$ cat src/swm_regs.vh
// timing, command and line constants for the single-wire bus master
`ifndef SWM_REGS_VH
`define SWM_REGS_VH

`define SWM_CLK_MHZ          50
// times in microseconds
`define SWM_RESET_LOW_US     500
`define SWM_RESET_MAX_US     960
`define SWM_PRES_SAMPLE_US   70
`define SWM_RESET_REC_US     410
`define SWM_SLOT_US          65
`define SWM_W0_LOW_US        60
`define SWM_W1_LOW_US        6
`define SWM_RD_LOW_US        6
`define SWM_RD_SAMPLE_US     14
`define SWM_RECOVER_US       5
// strong pull-up times
`define SWM_COPY_SPU_MS      10
`define SWM_CONV_SPU_MS      500
// cycle counts derived from the clock rate
`define SWM_RESET_LOW_CYC    (`SWM_RESET_LOW_US * `SWM_CLK_MHZ)
`define SWM_PRES_SAMPLE_CYC  (`SWM_PRES_SAMPLE_US * `SWM_CLK_MHZ)
`define SWM_RESET_REC_CYC    (`SWM_RESET_REC_US * `SWM_CLK_MHZ)
`define SWM_SLOT_CYC         (`SWM_SLOT_US * `SWM_CLK_MHZ)
`define SWM_W0_LOW_CYC       (`SWM_W0_LOW_US * `SWM_CLK_MHZ)
`define SWM_W1_LOW_CYC       (`SWM_W1_LOW_US * `SWM_CLK_MHZ)
`define SWM_RD_LOW_CYC       (`SWM_RD_LOW_US * `SWM_CLK_MHZ)
`define SWM_RD_SAMPLE_CYC    (`SWM_RD_SAMPLE_US * `SWM_CLK_MHZ)
`define SWM_RECOVER_CYC      (`SWM_RECOVER_US * `SWM_CLK_MHZ)
`define SWM_COPY_SPU_CYC     (`SWM_COPY_SPU_MS * 1000 * `SWM_CLK_MHZ)
`define SWM_CONV_SPU_CYC     (`SWM_CONV_SPU_MS * 1000 * `SWM_CLK_MHZ)
// command codes
`define SWM_CMD_WRITE_PAD    8'h4E
`define SWM_CMD_READ_PAD     8'hBE
`define SWM_CMD_COPY_PAD     8'h48
`define SWM_CMD_CONVERT      8'h44
`define SWM_CMD_RECALL       8'hB8
// operation codes on the user port
`define SWM_OP_RESET         3'h0
`define SWM_OP_WRITE         3'h1
`define SWM_OP_READ          3'h2
`define SWM_OP_SPU_COPY      3'h3
`define SWM_OP_SPU_CONV      3'h4
`define SWM_FIFO_DEPTH       16
`define SWM_FIFO_AW          4

`endif

$ cat src/swm_master.v
// single-wire bus master: reset/presence, byte slots, strong pull-up, read fifo
`timescale 1ns/1ps
`include "swm_regs.vh"

// Functional notes
// - master may reset mid write; the two trigger bytes are then undefined.
// - master may end a read early with a reset.
// - after copy, master drives strong pull-up for 10 ms, bus idle.
// - after convert, master drives strong pull-up 0.5 s, bus idle.
// - master holds line low at least 480 us, then releases.
// - every slot begins with the master pulling the line low.
// - after strong pull-up ends, master releases line to resistor idle.
// - reset low time plus rise stays below 960 us.
// - commands only after reset, presence and rom selection; the master does not enforce this and takes a write op whenever idle with room in the read fifo.

// ----------------------------------------------------------------------------
// read-data fifo
// ----------------------------------------------------------------------------
module swm_fifo #(
   parameter WIDTH = 8,
   parameter DEPTH = 16,
   parameter AW    = 4
) (
   input  wire             clock,
   input  wire             rst,
   input  wire             in_valid,
   output wire             in_ready,
   input  wire [WIDTH-1:0] in_data,
   output wire             out_valid,
   input  wire             out_ready,
   output wire [WIDTH-1:0] out_data
);
   reg [WIDTH-1:0] mem [0:DEPTH-1];
   reg [AW-1:0]    wr_reg;
   reg [AW-1:0]    rd_reg;
   reg [AW:0]      cnt_reg;
   wire            push;
   wire            pop;

   assign in_ready  = (cnt_reg != DEPTH[AW:0]);
   assign out_valid = (cnt_reg != {(AW+1){1'b0}});
   assign out_data  = mem[rd_reg];
   assign push      = in_valid & in_ready;
   assign pop       = out_valid & out_ready;

   always @(posedge clock) begin
      if (push) begin
         mem[wr_reg] <= in_data;
      end
   end

   always @(posedge clock or posedge rst) begin
      if (rst) begin
         wr_reg  <= {AW{1'b0}};
         rd_reg  <= {AW{1'b0}};
         cnt_reg <= {(AW+1){1'b0}};
      end else begin
         if (push) begin
            wr_reg <= wr_reg + 1'b1;
         end
         if (pop) begin
            rd_reg <= rd_reg + 1'b1;
         end
         if (push & ~pop) begin
            cnt_reg <= cnt_reg + 1'b1;
         end else if (pop & ~push) begin
            cnt_reg <= cnt_reg - 1'b1;
         end
      end
   end
endmodule // swm_fifo

// ----------------------------------------------------------------------------
// bus master
// ----------------------------------------------------------------------------
module swm_master #(
   parameter COPY_SPU_CYC = `SWM_COPY_SPU_CYC,
   parameter CONV_SPU_CYC = `SWM_CONV_SPU_CYC
) (
   input  wire       clock,
   input  wire       rst,
   input  wire       op_valid,
   output wire       op_ready,
   input  wire [2:0] op_code,
   input  wire [7:0] op_data,
   output wire       rd_valid,
   input  wire       rd_ready,
   output wire [7:0] rd_data,
   output wire       busy,
   output wire       presence,
   output wire       spu_active,
   input  wire       line_in,
   output wire       line_out,
   output wire       line_oe_n,
   output wire       spu_en
);
   localparam S_IDLE  = 6'h01;
   localparam S_RLOW  = 6'h02;
   localparam S_RWAIT = 6'h04;
   localparam S_SLOT  = 6'h08;
   localparam S_SPU   = 6'h10;
   localparam S_PUSH  = 6'h20;

   // last cycle of each phase, at counter width so every compare is width-matched
   localparam [24:0] RLOW_LAST = `SWM_RESET_LOW_CYC - 1;
   localparam [24:0] PRES_LAST = `SWM_PRES_SAMPLE_CYC - 1;
   localparam [24:0] RREC_LAST = `SWM_RESET_REC_CYC - 1;
   localparam [24:0] RDLO_LAST = `SWM_RD_LOW_CYC - 1;
   localparam [24:0] RDSM_LAST = `SWM_RD_SAMPLE_CYC - 1;
   localparam [24:0] W1LO_LAST = `SWM_W1_LOW_CYC - 1;
   localparam [24:0] W0LO_LAST = `SWM_W0_LOW_CYC - 1;
   localparam [24:0] SLOT_LAST = `SWM_SLOT_CYC + `SWM_RECOVER_CYC - 1;

   reg [5:0]  state_reg;
   reg [5:0]  state_next;
   reg [24:0] cnt_reg;
   reg [24:0] cnt_next;
   reg [24:0] spu_len_reg;
   reg [2:0]  bit_reg;
   reg [2:0]  bit_next;
   reg [7:0]  sh_reg;
   reg [7:0]  sh_next;
   reg        is_read_reg;
   reg        is_read_next;
   reg        drive_reg;
   reg        drive_next;
   reg        pres_reg;
   reg        pres_next;
   reg        spu_reg;
   reg        spu_next;
   wire       fifo_in_ready;
   wire       cur_bit;
   wire       take;

   assign op_ready   = state_reg[0] & fifo_in_ready;
   assign take       = op_valid & op_ready;
   assign busy       = ~state_reg[0];
   assign presence   = pres_reg;
   assign spu_active = spu_reg;
   assign spu_en     = spu_reg;
   assign line_out   = 1'b0;
   assign line_oe_n  = ~drive_reg;
   assign cur_bit    = sh_reg[0];

   always @* begin
      state_next   = state_reg;
      cnt_next     = cnt_reg + 25'h0000001;
      bit_next     = bit_reg;
      sh_next      = sh_reg;
      is_read_next = is_read_reg;
      drive_next   = drive_reg;
      pres_next    = pres_reg;
      spu_next     = spu_reg;
      case (state_reg)
         S_IDLE: begin
            cnt_next   = 25'h0000000;
            drive_next = 1'b0;
            spu_next   = 1'b0;
            if (take) begin
               case (op_code)
                  `SWM_OP_RESET: begin
                     // a reset op may follow a cut write or read at any byte
                     state_next = S_RLOW;
                     drive_next = 1'b1;
                     pres_next  = 1'b0;
                  end
                  `SWM_OP_WRITE, `SWM_OP_READ: begin
                     state_next   = S_SLOT;
                     drive_next   = 1'b1;
                     bit_next     = 3'h0;
                     is_read_next = (op_code == `SWM_OP_READ);
                     sh_next      = (op_code == `SWM_OP_READ) ? 8'hFF : op_data;
                  end
                  `SWM_OP_SPU_COPY, `SWM_OP_SPU_CONV: begin
                     state_next = S_SPU;
                     spu_next   = 1'b1;
                  end
                  default: begin
                     state_next = S_IDLE;
                  end
               endcase
            end
         end
         S_RLOW: begin
            // low time lies between 480 and 960 us
            if (cnt_reg == RLOW_LAST) begin
               state_next = S_RWAIT;
               drive_next = 1'b0;
               cnt_next   = 25'h0000000;
            end
         end
         S_RWAIT: begin
            // sample presence once, then let the line recover
            if (cnt_reg == PRES_LAST) begin
               pres_next = ~line_in;
            end
            if (cnt_reg == RREC_LAST) begin
               state_next = S_IDLE;
            end
         end
         S_SLOT: begin
            // read: short low then sample; write: short low for 1, long low for 0
            if (is_read_reg) begin
               if (cnt_reg == RDLO_LAST) begin
                  drive_next = 1'b0;
               end
               if (cnt_reg == RDSM_LAST) begin
                  sh_next = {line_in, sh_reg[7:1]};
               end
            end else begin
               if (cnt_reg == (cur_bit ? W1LO_LAST : W0LO_LAST)) begin
                  drive_next = 1'b0;
               end
            end
            if (cnt_reg == SLOT_LAST) begin
               cnt_next = 25'h0000000;
               if (~is_read_reg) begin
                  sh_next = {1'b0, sh_reg[7:1]};
               end
               if (bit_reg == 3'h7) begin
                  state_next = is_read_reg ? S_PUSH : S_IDLE;
               end else begin
                  bit_next   = bit_reg + 3'h1;
                  drive_next = 1'b1;
               end
            end
         end
         S_SPU: begin
            // line stays released; spu_en alone drives the strong pull-up
            if (cnt_reg == spu_len_reg - 25'h0000001) begin
               state_next = S_IDLE;
               spu_next   = 1'b0;
            end
         end
         S_PUSH: begin
            // one cycle to hand the finished byte to the fifo
            state_next = S_IDLE;
         end
         default: begin
            state_next = S_IDLE;
            drive_next = 1'b0;
            spu_next   = 1'b0;
         end
      endcase
   end

   always @(posedge clock or posedge rst) begin
      if (rst) begin
         state_reg   <= S_IDLE;
         cnt_reg     <= 25'h0000000;
         spu_len_reg <= 25'h0000001;
         bit_reg     <= 3'h0;
         sh_reg      <= 8'h00;
         is_read_reg <= 1'b0;
         drive_reg   <= 1'b0;
         pres_reg    <= 1'b0;
         spu_reg     <= 1'b0;
      end else begin
         state_reg   <= state_next;
         cnt_reg     <= cnt_next;
         bit_reg     <= bit_next;
         sh_reg      <= sh_next;
         is_read_reg <= is_read_next;
         drive_reg   <= drive_next;
         pres_reg    <= pres_next;
         spu_reg     <= spu_next;
         if (take) begin
            spu_len_reg <= (op_code == `SWM_OP_SPU_CONV) ? CONV_SPU_CYC[24:0]
                                                          : COPY_SPU_CYC[24:0];
         end
      end
   end

   // finished read bytes are queued; the op port stalls while the queue is full
   swm_fifo #(
      .WIDTH (8),
      .DEPTH (`SWM_FIFO_DEPTH),
      .AW    (`SWM_FIFO_AW)
   ) u_fifo (
      .clock     (clock),
      .rst       (rst),
      .in_valid  (state_reg == S_PUSH),
      .in_ready  (fifo_in_ready),
      .in_data   (sh_reg),
      .out_valid (rd_valid),
      .out_ready (rd_ready),
      .out_data  (rd_data)
   );
endmodule // swm_master

$ cat config.mk
export PLATFORM = sky130hd
export DESIGN_NAME = swm_master
export DESIGN_NICKNAME = d
export VERILOG_FILES = /design/src/swm_master.v
export VERILOG_INCLUDE_DIRS = /design/src
export SDC_FILE = /design/constraint.sdc
export NUM_CORES = 1
export LEC_CHECK = 0
export BUFFER_PORTS_ARGS = -buffer_cell sky130_fd_sc_hd__buf_2
export CELL_PAD_IN_SITES_DETAIL_PLACEMENT = 1
export CELL_PAD_IN_SITES_GLOBAL_PLACEMENT = 1
export CORE_AREA = 2 2 136 138
export CTS_CLUSTER_DIAMETER = 150
export DETAILED_ROUTE_END_ITERATION = 10
export DIE_AREA = 0 0 138 140
export GPL_ROUTABILITY_DRIVEN = 0
export PLACE_DENSITY_LB_ADDON = 0.1
export SETUP_SLACK_MARGIN = 0.15
export SYNTH_ARGS = -nofsm -noshare
export SYNTH_HDL_FRONTEND = slang
export SYNTH_SLANG_ARGS = --single-unit
$ cat constraint.sdc
create_clock -name clock -period 3.9 [get_ports clock]
set_input_delay 0.39 -clock clock [delete_from_list [all_inputs] [get_ports clock]]
set_output_delay 0.39 -clock clock [all_outputs]
set_load 0.05 [all_outputs]
# ---- After elaboration in Yosys (flattened, before gate mapping)
# Memories as Yosys holds them, arrays and structs flattened.
# Index checks and enable logic that the tools add are counted.
dict set report word_totals {
  ff_bits 84
  elab_cells 127
  mem_bits_rw 128
  mem_count 1
  out_inout_bits 16
  input_bits 16
}
dict set report op_classes {
  bitwise 13
  n_eq_ne 29
  reduce_logical 17
  mux 48
  n_addsub 7
}
# memory depth word_bits rd rd_ports_with_merged_regs write_ports line_no
set mem_list {}
lappend mem_list {u_fifo.mem 16 8 1 0 1 swm_master.v:33} ;# reg [WIDTH-1:0] mem [0:DEPTH-1];
# operator n
set ops {}
lappend ops {{25-bit 2-to-1 mux} 3}
lappend ops {{25-bit one-hot mux with 3 select lines} 1}
lappend ops {{8-bit 2-to-1 mux} 7}
lappend ops {{25-bit by 15-bit == test with 1-bit output, second input constant} 2}
lappend ops {{6-bit 2-to-1 mux} 7}
lappend ops {{6-bit one-hot mux with 5 select lines} 1}
lappend ops {{25-bit by 1-bit adder with 25-bit output, second input constant} 1}
lappend ops {{25-bit by 10-bit == test with 1-bit output, second input constant} 1}
lappend ops {{25-bit by 12-bit == test with 1-bit output} 1}
lappend ops {{25-bit by 12-bit == test with 1-bit output, second input constant} 1}
lappend ops {{25-bit == test} 1}
lappend ops {{25-bit by 9-bit == test with 1-bit output, second input constant} 1}
lappend ops {{25-bit by 1-bit subtractor with 25-bit output, second input constant} 1}
lappend ops {{1-bit 2-to-1 mux} 16}
lappend ops {{2-bit != test, second input constant} 8}
lappend ops {{8-bit one-hot mux with 2 select lines} 1}
lappend ops {{5-bit one-hot mux with 3 select lines} 1}
lappend ops {{12-bit 2-to-1 mux} 1}
lappend ops {{3-bit 2-to-1 mux} 4}
lappend ops {{5-bit 2-to-1 mux} 2}
lappend ops {{4-bit by 1-bit adder with 4-bit output, second input constant} 2}
lappend ops {{1-bit NOT} 7}
lappend ops {{1-bit AND} 6}
lappend ops {{3-bit by 2-bit == test with 1-bit output, second input constant} 2}
lappend ops {{other kinds (28)} 36}

# ---- Logic depth before layout (Yosys ltp)
# Gate-level depths: netlist (run 1).
dict set report logic_depth {
  ltp_word 7
  mapped_depth 12
}

# ---- Cells and area by module
# From an unflattened synthesis (run 1), not the netlist that was laid out.
dict set report unflattened {
  hier_cells 705
  area_unflattened_um2 9009.9
}
# module area_per_inst_um2 n_inst cells_each
set modules_own_cells {}
lappend modules_own_cells {swm_fifo 5774.3 1 319}
lappend modules_own_cells {swm_master 3235.6 1 386}

# ---- Worst setup path before layout (run 1)
# OpenSTA, ideal clock, no wires.
dict set report synth_timing {
  kind {flip-flop to flip-flop}
  from {register u_fifo.cnt_reg[0]}
  to {register u_fifo.cnt_reg[4]}
  t_arrival_ps 2924
  t_required_ps 3777
  setup_ps 123
  slack_ps 853
  path_buffers 0
  path_stages_with_launch 13
  period_less_slack_ps 3047
  cell_sequence {dfrtp_1 -> nor4_1 -> nand2_1 -> and2_1 -> inv_1 -> ha_1 -> inv_1 -> fa_1 -> a21o_1 -> a21oi_1 -> xnor2_1 -> nor2_1 -> xnor2_1}
}
dict set report synth_via {
  elab_chain_len 5
}
# item line_no
set synth_lines {}
lappend synth_lines {{start: declaration} swm_master.v:36} ;# reg [AW:0] cnt_reg;
lappend synth_lines {{start signal: assignment} swm_master.v:56} ;# cnt_reg <= {(AW+1){1'b0}};
lappend synth_lines {{start signal: assignment} swm_master.v:65} ;# cnt_reg <= cnt_reg + 1'b1;
lappend synth_lines {{start signal: assignment} swm_master.v:67} ;# cnt_reg <= cnt_reg - 1'b1;
lappend synth_lines {{5-bit nonzero test (*)} swm_master.v:41} ;# assign out_valid = (cnt_reg != {(AW+1){1'b0}});
lappend synth_lines {{named net rd_valid} swm_master.v:86} ;# output wire rd_valid,
lappend synth_lines {{1-bit AND (*)} swm_master.v:44} ;# assign pop = out_valid & out_ready;
lappend synth_lines {{1-bit NOT} swm_master.v:64} ;# if (push & ~pop) begin
lappend synth_lines {{1-bit AND} swm_master.v:64}
lappend synth_lines {{5-bit 2-to-1 mux / 2-bit nonzero test (equally long branches)} --}
# Mark *: on every way through the listed nets, which the timed path passes. The rest lies on a longest branch. The select of a mux whose other input is x is not followed.
# A chain may end at the register's enable or synchronous reset.

# ---- Worst setup path in the final report (run 1)
dict set report layout_timing {
  from {register u_fifo.cnt_reg[0]}
  to {register u_fifo.cnt_reg[4]}
}
dict set report layout_via {
  elab_chain_len 5
}
# item
set layout_lines {}
lappend layout_lines {{parallel branches: the longest is 5 deep, another holds 5-bit by 1-bit subtractor with 5-bit output}}
# Several ways; the timed one is not identified. The select of a mux whose other input is x is not followed.

==> reports/metrics.cfg, run 1 <==
[critical_path]
startpoint_type=register
r2r-start=u_fifo.cnt_reg[0]
cpLargestDelayFamily=simple AND/OR/NAND/NOR gates
cp_max_fo=5
rrSetupSlack_ns=0.90
cp.arrival_ns=3.31
r2r_end=u_fifo.cnt_reg[4]
worstSetupPathType=reg2reg
critPathSlowestCell=nor4_1
path_buf_inv=2
cp_slowest_stage_delay_ns=0.47
cp.required_ns=4.22
worstRegToRegCells=12
path_cells=nor4_1 > nand2_1 > and2_1 > inv_1 > ha_1 > inv_1 > fa_1 > a21o_1 > a21oi_1 > xnor2_1 > nor2_1 > xnor2_1
end_kind=register

[yosys]
yosys.area.top_type=edfxtp_1
seq_area_frac_synth=0.618
yosysUniqueCellTypes=68
synth-edff-count=128
synth_top_family_by_area=simple AND/OR/NAND/NOR gates
synth_warnings=0
synth.avg_cell_area_sq_um=13.9
async_reset_ff_frac=0.330
synth_nets=660
synth_area_sq_um=8780
synthAdderAreaFrac=0.0208
ys_ff_latch=191
synthesis.instances=630
synth_ff_type=edfxtp_1
synth_compound_area_frac=0.0510
synth_xor_area_frac=0.0419
ys_top_cells_by_area=edfxtp_1 44%, dfrtp_1 17%, mux4_2 10%, nor2_1 3.2%, xnor2_1 2.2%
synth_top_area_frac=0.438
synth_mux_area_frac=0.109
synth_common_cells=128 x edfxtp_1, 76 x nor2_1, 61 x dfrtp_1
synth_simple_gate_area_frac=0.131
yosys.cell_count.top_type=edfxtp_1

[sta]
worst_slew_pin_slew_ns=0.931
slew_headroom=0.377
period_needed_ns=3.00
rsz0062_at_grt=false
slew_violations=0
setup_tns_ns=0
min_period_over_period=0.768
fin_worst_skew_ns=0.0133
setup_violations=0
finalHoldViolations=0
worst_hold_slack_ns=0.102
max_freq_mhz=334

[hold_path]
hp-class=in2async

[global_routing]
overflow=0
track_usage=0.222
first_global_vias=5666
grt_max_degree=38
grt_pass1_wl_um=33000
antenna_found_initial=0

[clock_tree]
root_buffer=clkbuf_16
htreeDepth=4
cts_hold_buf=0
cts_tree=yes
cts_resized=0
clk_latency_ns=0.44
clk_pin_slew_ns=0.08
cts_setup_buffers=0
cts_made_buffers=17
clock-sinks=191
clock_path_buffers=2

[power_and_ir_drop]
clkPwrFrac=0.278
p_per_area_nw_per_um2=664
ir_drop_mv=0.553
total_power_mw=6.46
pwr-share-comb=0.285
p_int_mw=4.19
power.switching_mw=2.27
p_leak_nw=3.48
switching_share=0.351
p_seq_frac=0.437

[detailed_routing]
viasPerCell=6.01
drt-wirelength-per-cell_um=23.1
met1Wirelength_um=8530
final_antenna_net_count=0
routed_wl_um=20600
drtIter0Drc=442
wl_met2_um=10900
drcViolationCount=0
num_vias=5365
top_layer_used=met4
first_pass_iters=4
wl_met3_um=709

[layout]
final_layout_size_suffix_gt1_frac=0.206
diodes=0
final_area_sq_um=9730
nets=681
final_util=0.547
largest_reg_flops=128
syn_to_final_growth_pct=10.9

[flow_run]
cap_viol_max_count=0

[status]
outcome=finished, final reports clean

[placement]
placed_cell_area_sq_um=9110
port_buffers=30
place_hpwl_um=14200

[floorplan]
die_h_um=140
die_area_sq_um=19300
coreArea_sq_um=17800
rows=49
io-pin-count=32
start_util=0.494
fp.dieW_um=138

worst register-to-register path: stages (launching register included):
cell	delay, ns
dfrtp_1	0.46
nor4_1	0.47
nand2_1	0.14
and2_1	0.22
inv_1	0.12
ha_1	0.21
inv_1	0.12
fa_1	0.42
a21o_1	0.19
a21oi_1	0.18
xnor2_1	0.15
nor2_1	0.07
xnor2_1	0.13
cell families (layout without fill, tap and decap cells):
group / Yosys count / in the layout
AOI/OAI and AO/OA: 64 / 64
xor gates and xnor gates: 42 / 42
adders and majority gates: 14 / 14
buffers and inverters: 55 / 89
DFF: 191 / 191
muxes: 45 / 45
other: 1 / 1
and+or+nand+nor: 218 / 218
power groups by stage:
stage | registers, mW | logic [mW] | clock network [mW]
floorplan | 2.65 | 1.55 | 0
global placement | 2.84 | 1.82 | 0
detailed placement | 2.87 | 1.86 | 0
CTS | 2.82 | 1.88 | 1.83
global route | 2.86 | 1.99 | 1.91
finish | 2.82 | 1.84 | 1.80
cell usage in the layout (no fill, tap or decap), drive strengths merged, types with 6 or more instances in the layout:
cell type,Yosys,layout
o32ai,8,8
and4,7,7
a21oi,12,12
nand2,40,40
nor4,10,10
buf,18,40
xor2,20,20
nand4b,6,6
nand3,14,14
nor2,76,76
nor3,15,15
inv,17,24
edfxtp,128,128
clkbuf,20,17
nand4,11,11
dfrtp,61,61
o21ai,14,14
xnor2,22,22
or4,7,7
mux4,40,40
ha,13,13
how the worst max path moves through the flow:
stage / endpoint / cells past startpoint / slack [ns] / startpoint
final: u_fifo.cnt_reg[4] / 12 / 0.90 / u_fifo.cnt_reg[0]
after global routing: u_fifo.cnt_reg[4] / 12 / 0.61 / u_fifo.cnt_reg[0]
after CTS: u_fifo.cnt_reg[4] / 12 / 0.90 / u_fifo.cnt_reg[0]
after detailed placement: u_fifo.cnt_reg[4] / 12 / 0.98 / u_fifo.cnt_reg[0]
after global placement: u_fifo.cnt_reg[4] / 12 / 1.06 / u_fifo.cnt_reg[0]
after floorplan: u_fifo.cnt_reg[4] / 12 / 0.85 / u_fifo.cnt_reg[0]
layout make-up:
| cell class | instances | area [sq um] |
|---|---|---|
| clock inverters | 15 | 193 |
| clock buffers | 17 | 425 |
| well taps | 229 | 287 |
| flip-flops and latches | 191 | 5420 |
| inverters | 17 | 63.8 |
| repair buffers | 40 | 238 |
| multi-input cells | 384 | 3100 |
| fillers | 1751 | 8050 |
through the flow:
stage | instances | setup slack, ns
floorplan | 630 | 0.853
global route | 893 | 0.609
finish | 893 | 0.903
CTS | 893 | 0.902
global placement | 861 | 1.06
detailed placement | 861 | 0.977
layer usage:
layer | up-vias | GRT usage
met5 | - | 0
met2 | 98 | 0.396
li1 | 2424 | -
met3 | 33 | 0.0356
met1 | 2810 | 0.280
met4 | 0 | 0.0741
Power figures use the tool's default switching activity.
==> inputs of run 2 (changes only) <==
==> constraint.sdc (replaced) <==
create_clock -name clock -period 2.8 [get_ports clock]
set_input_delay 0.28 -clock clock [delete_from_list [all_inputs] [get_ports clock]]
set_output_delay 0.28 -clock clock [all_outputs]
set_load 0.05 [all_outputs]
==> run 2 against run 1 <==
Clock power increased by 30%. Die area unchanged. Register-to-register slack got worse by 0.62 ns. Sequential share of layout area decreased by 2.3 points. Utilization increased by 2.3 points. Clock skew decreased by 0.0012 ns. Largest cell class unchanged.
==> reports/metrics.cfg, run 2 (synthesized netlist as in run 1, its figures left out) <==
[sta]
setup_violations=0  ; unchanged
setup_ws_ns=0.180  ; -0.723 ns
slew_headroom=0.507  ; +0.130
max_freq_mhz=382
setup_tns_ns=0  ; unchanged
finalHoldViolations=0  ; unchanged
period_needed_ns=2.62
rsz0062_at_grt=true
min_period_over_period=0.936
slew_violations=0  ; unchanged
fin_worst_skew_ns=0.0121  ; -0.00118 ns
worst_slew_pin_slew_ns=0.739  ; -0.192 ns
worst_hold_slack_ns=0.110  ; +0.00815 ns

[critical_path]
startpoint_type=register
worstSetupPathType=reg2out
end_kind=output pin
r2r-start=u_fifo.cnt_reg[3]
rrSetupSlack_ns=0.28  ; -0.62 ns
crit_end=rd_data[4]
startpoint=u_fifo.rd_reg[0]
cp_max_fo=7  ; +2
r2r_end=u_fifo.cnt_reg[4]
worstRegToRegCells=12  ; unchanged
cp.arrival_ns=2.34  ; -0.97 ns
cp.required_ns=2.52  ; -1.70 ns

[layout]
final_common_cell=edfxtp_1
diodes=0  ; unchanged
multi_input_area_sq_um=3150  ; +1.7%
nets=716  ; +5.1%
final_layout_size_suffix_gt1_frac=0.258  ; +0.0512
largest_reg_flops=128  ; unchanged
syn_to_final_growth_pct=15.6
mostFrequentLayoutCells=128 x edfxtp_1, 75 x nor2_1, 58 x dfrtp_1, 40 x mux4_2, 38 x nand2_1
seqCellArea_sq_um=5430  ; about the same
final_util=0.571  ; +0.0234
nFillCells=1762  ; +0.63%

[hold_path]
hp-class=in2reg
min_path_cells=3

[clock_tree]
clk_latency_ns=0.43  ; about the same
cts_made_buffers=17  ; unchanged
clock_path_buffers=2  ; unchanged
clock-sinks=191  ; unchanged
clk_pin_slew_ns=0.07  ; about the same
cts_tree=yes
htreeDepth=4  ; unchanged
root_buffer=clkbuf_16

[floorplan]
io-pin-count=32  ; unchanged
fp.dieW_um=138  ; unchanged
die_area_sq_um=19300  ; unchanged
rows=49  ; unchanged
start_util=0.494  ; unchanged
coreArea_sq_um=17800  ; unchanged
die_h_um=140  ; unchanged

[flow_run]
cap_viol_max_count=0  ; unchanged

[placement]
dp_slack_ns=0.0629  ; -0.914 ns
place_hpwl_um=14600  ; +2.5%
port_buffers=30  ; unchanged

[global_routing]
antenna_found_initial=0  ; unchanged
overflow=0  ; unchanged
grt_max_degree=64  ; +68%
track_usage=0.230  ; +0.00797
first_global_vias=5838  ; +3.0%
grt_pass1_wl_um=33700  ; +2.2%

[detailed_routing]
drt-wirelength-per-cell_um=23.2  ; +0.60%
viasPerCell=5.90  ; -1.8%
routed_wl_um=21500  ; +4.5%
drcViolationCount=0  ; unchanged
final_antenna_net_count=0  ; unchanged
num_vias=5475  ; +2.1%
drtIter0Drc=273  ; -38%
first_pass_iters=6  ; +2

[status]
outcome=finished, final reports clean

[power_and_ir_drop]
p_per_area_nw_per_um2=927  ; +40%
p_leak_nw=3.70  ; +6.2%
ir_drop_mv=0.881  ; +59%

## run 2: changes by cell type in the layout (fill, tap and decap cells not counted), sizes merged
cell,previous run,this run
buf,40,72
bufinv,2,1
clkbuf,17,21
dlygate4sd3,0,1
inv,24,23
## run 2: layout make-up
type	instances	share of cell area
clock buffers	19	0.0427
inverters	17	0.00629
repair buffers	75	0.0644
multi-input cells	384	0.311
clock inverters	13	0.0128
well taps	229	0.0282
flip-flops and latches	191	0.535
## run 2: how the worst min path moves through the flow
stage	slack [ns]	end	start
2_1_floorplan	0.44	sh_reg[0]	op_data[0]
3_3_place_gp	0.37	u_fifo.rd_reg[3]	rst
3_5_place_dp	0.38	sh_reg[1]	rst
4_1_cts	0.09	sh_reg[4]	op_data[4]
5_1_grt	0.12	sh_reg[3]	op_data[3]
6_report	0.11	sh_reg[4]	op_data[4]
## run 2: per-layer routing
| metal | wire length, um | vias to the layer above | track usage |
|---|---|---|---|
| met1 | 8790 | 2867 | 0.291 |
| met5 | 0 | - | 0 |
| met4 | 242 | 0 | 0.0639 |
| met3 | 832 | 18 | 0.0379 |
| met2 | 11700 | 106 | 0.414 |
| li1 | - | 2484 | - |
## run 2: power breakdown
part	leakage (nW)	total [mW]	internal (mW)	switching, mW
logic	1.49	3.15	1.47	1.68
registers	1.94	3.92	3.42	0.496
clock network	0.269	2.34	1.25	1.09
total	3.70	9.40	6.14	3.26
## run 2: per-stage QoR
stage	instances	area, sq um	power [mW]
5_1_grt	928	10100	9.84
6_report	928	10100	9.40
2_1_floorplan	630	8810	5.89
3_3_place_gp	886	9370	6.64
4_1_cts	924	10000	9.21
3_5_place_dp	886	9370	6.74
## run 2: what timing repair did
item,CTS,global route
gates resized for setup,4,28
hold buffers,1,0
setup buffers,4,2
endpoints found under the hold margin,61,0
gates cloned,1,2
setup endpoints to repair,5,10
pin swaps,1,1
## run 2: worst max-delay path: stages (launching register included)
cell,delay (ns)
dfrtp_2,0.40
buf_6,0.14
buf_12,0.15
mux4_2,0.55
mux4_2,0.49
buf_6,0.17
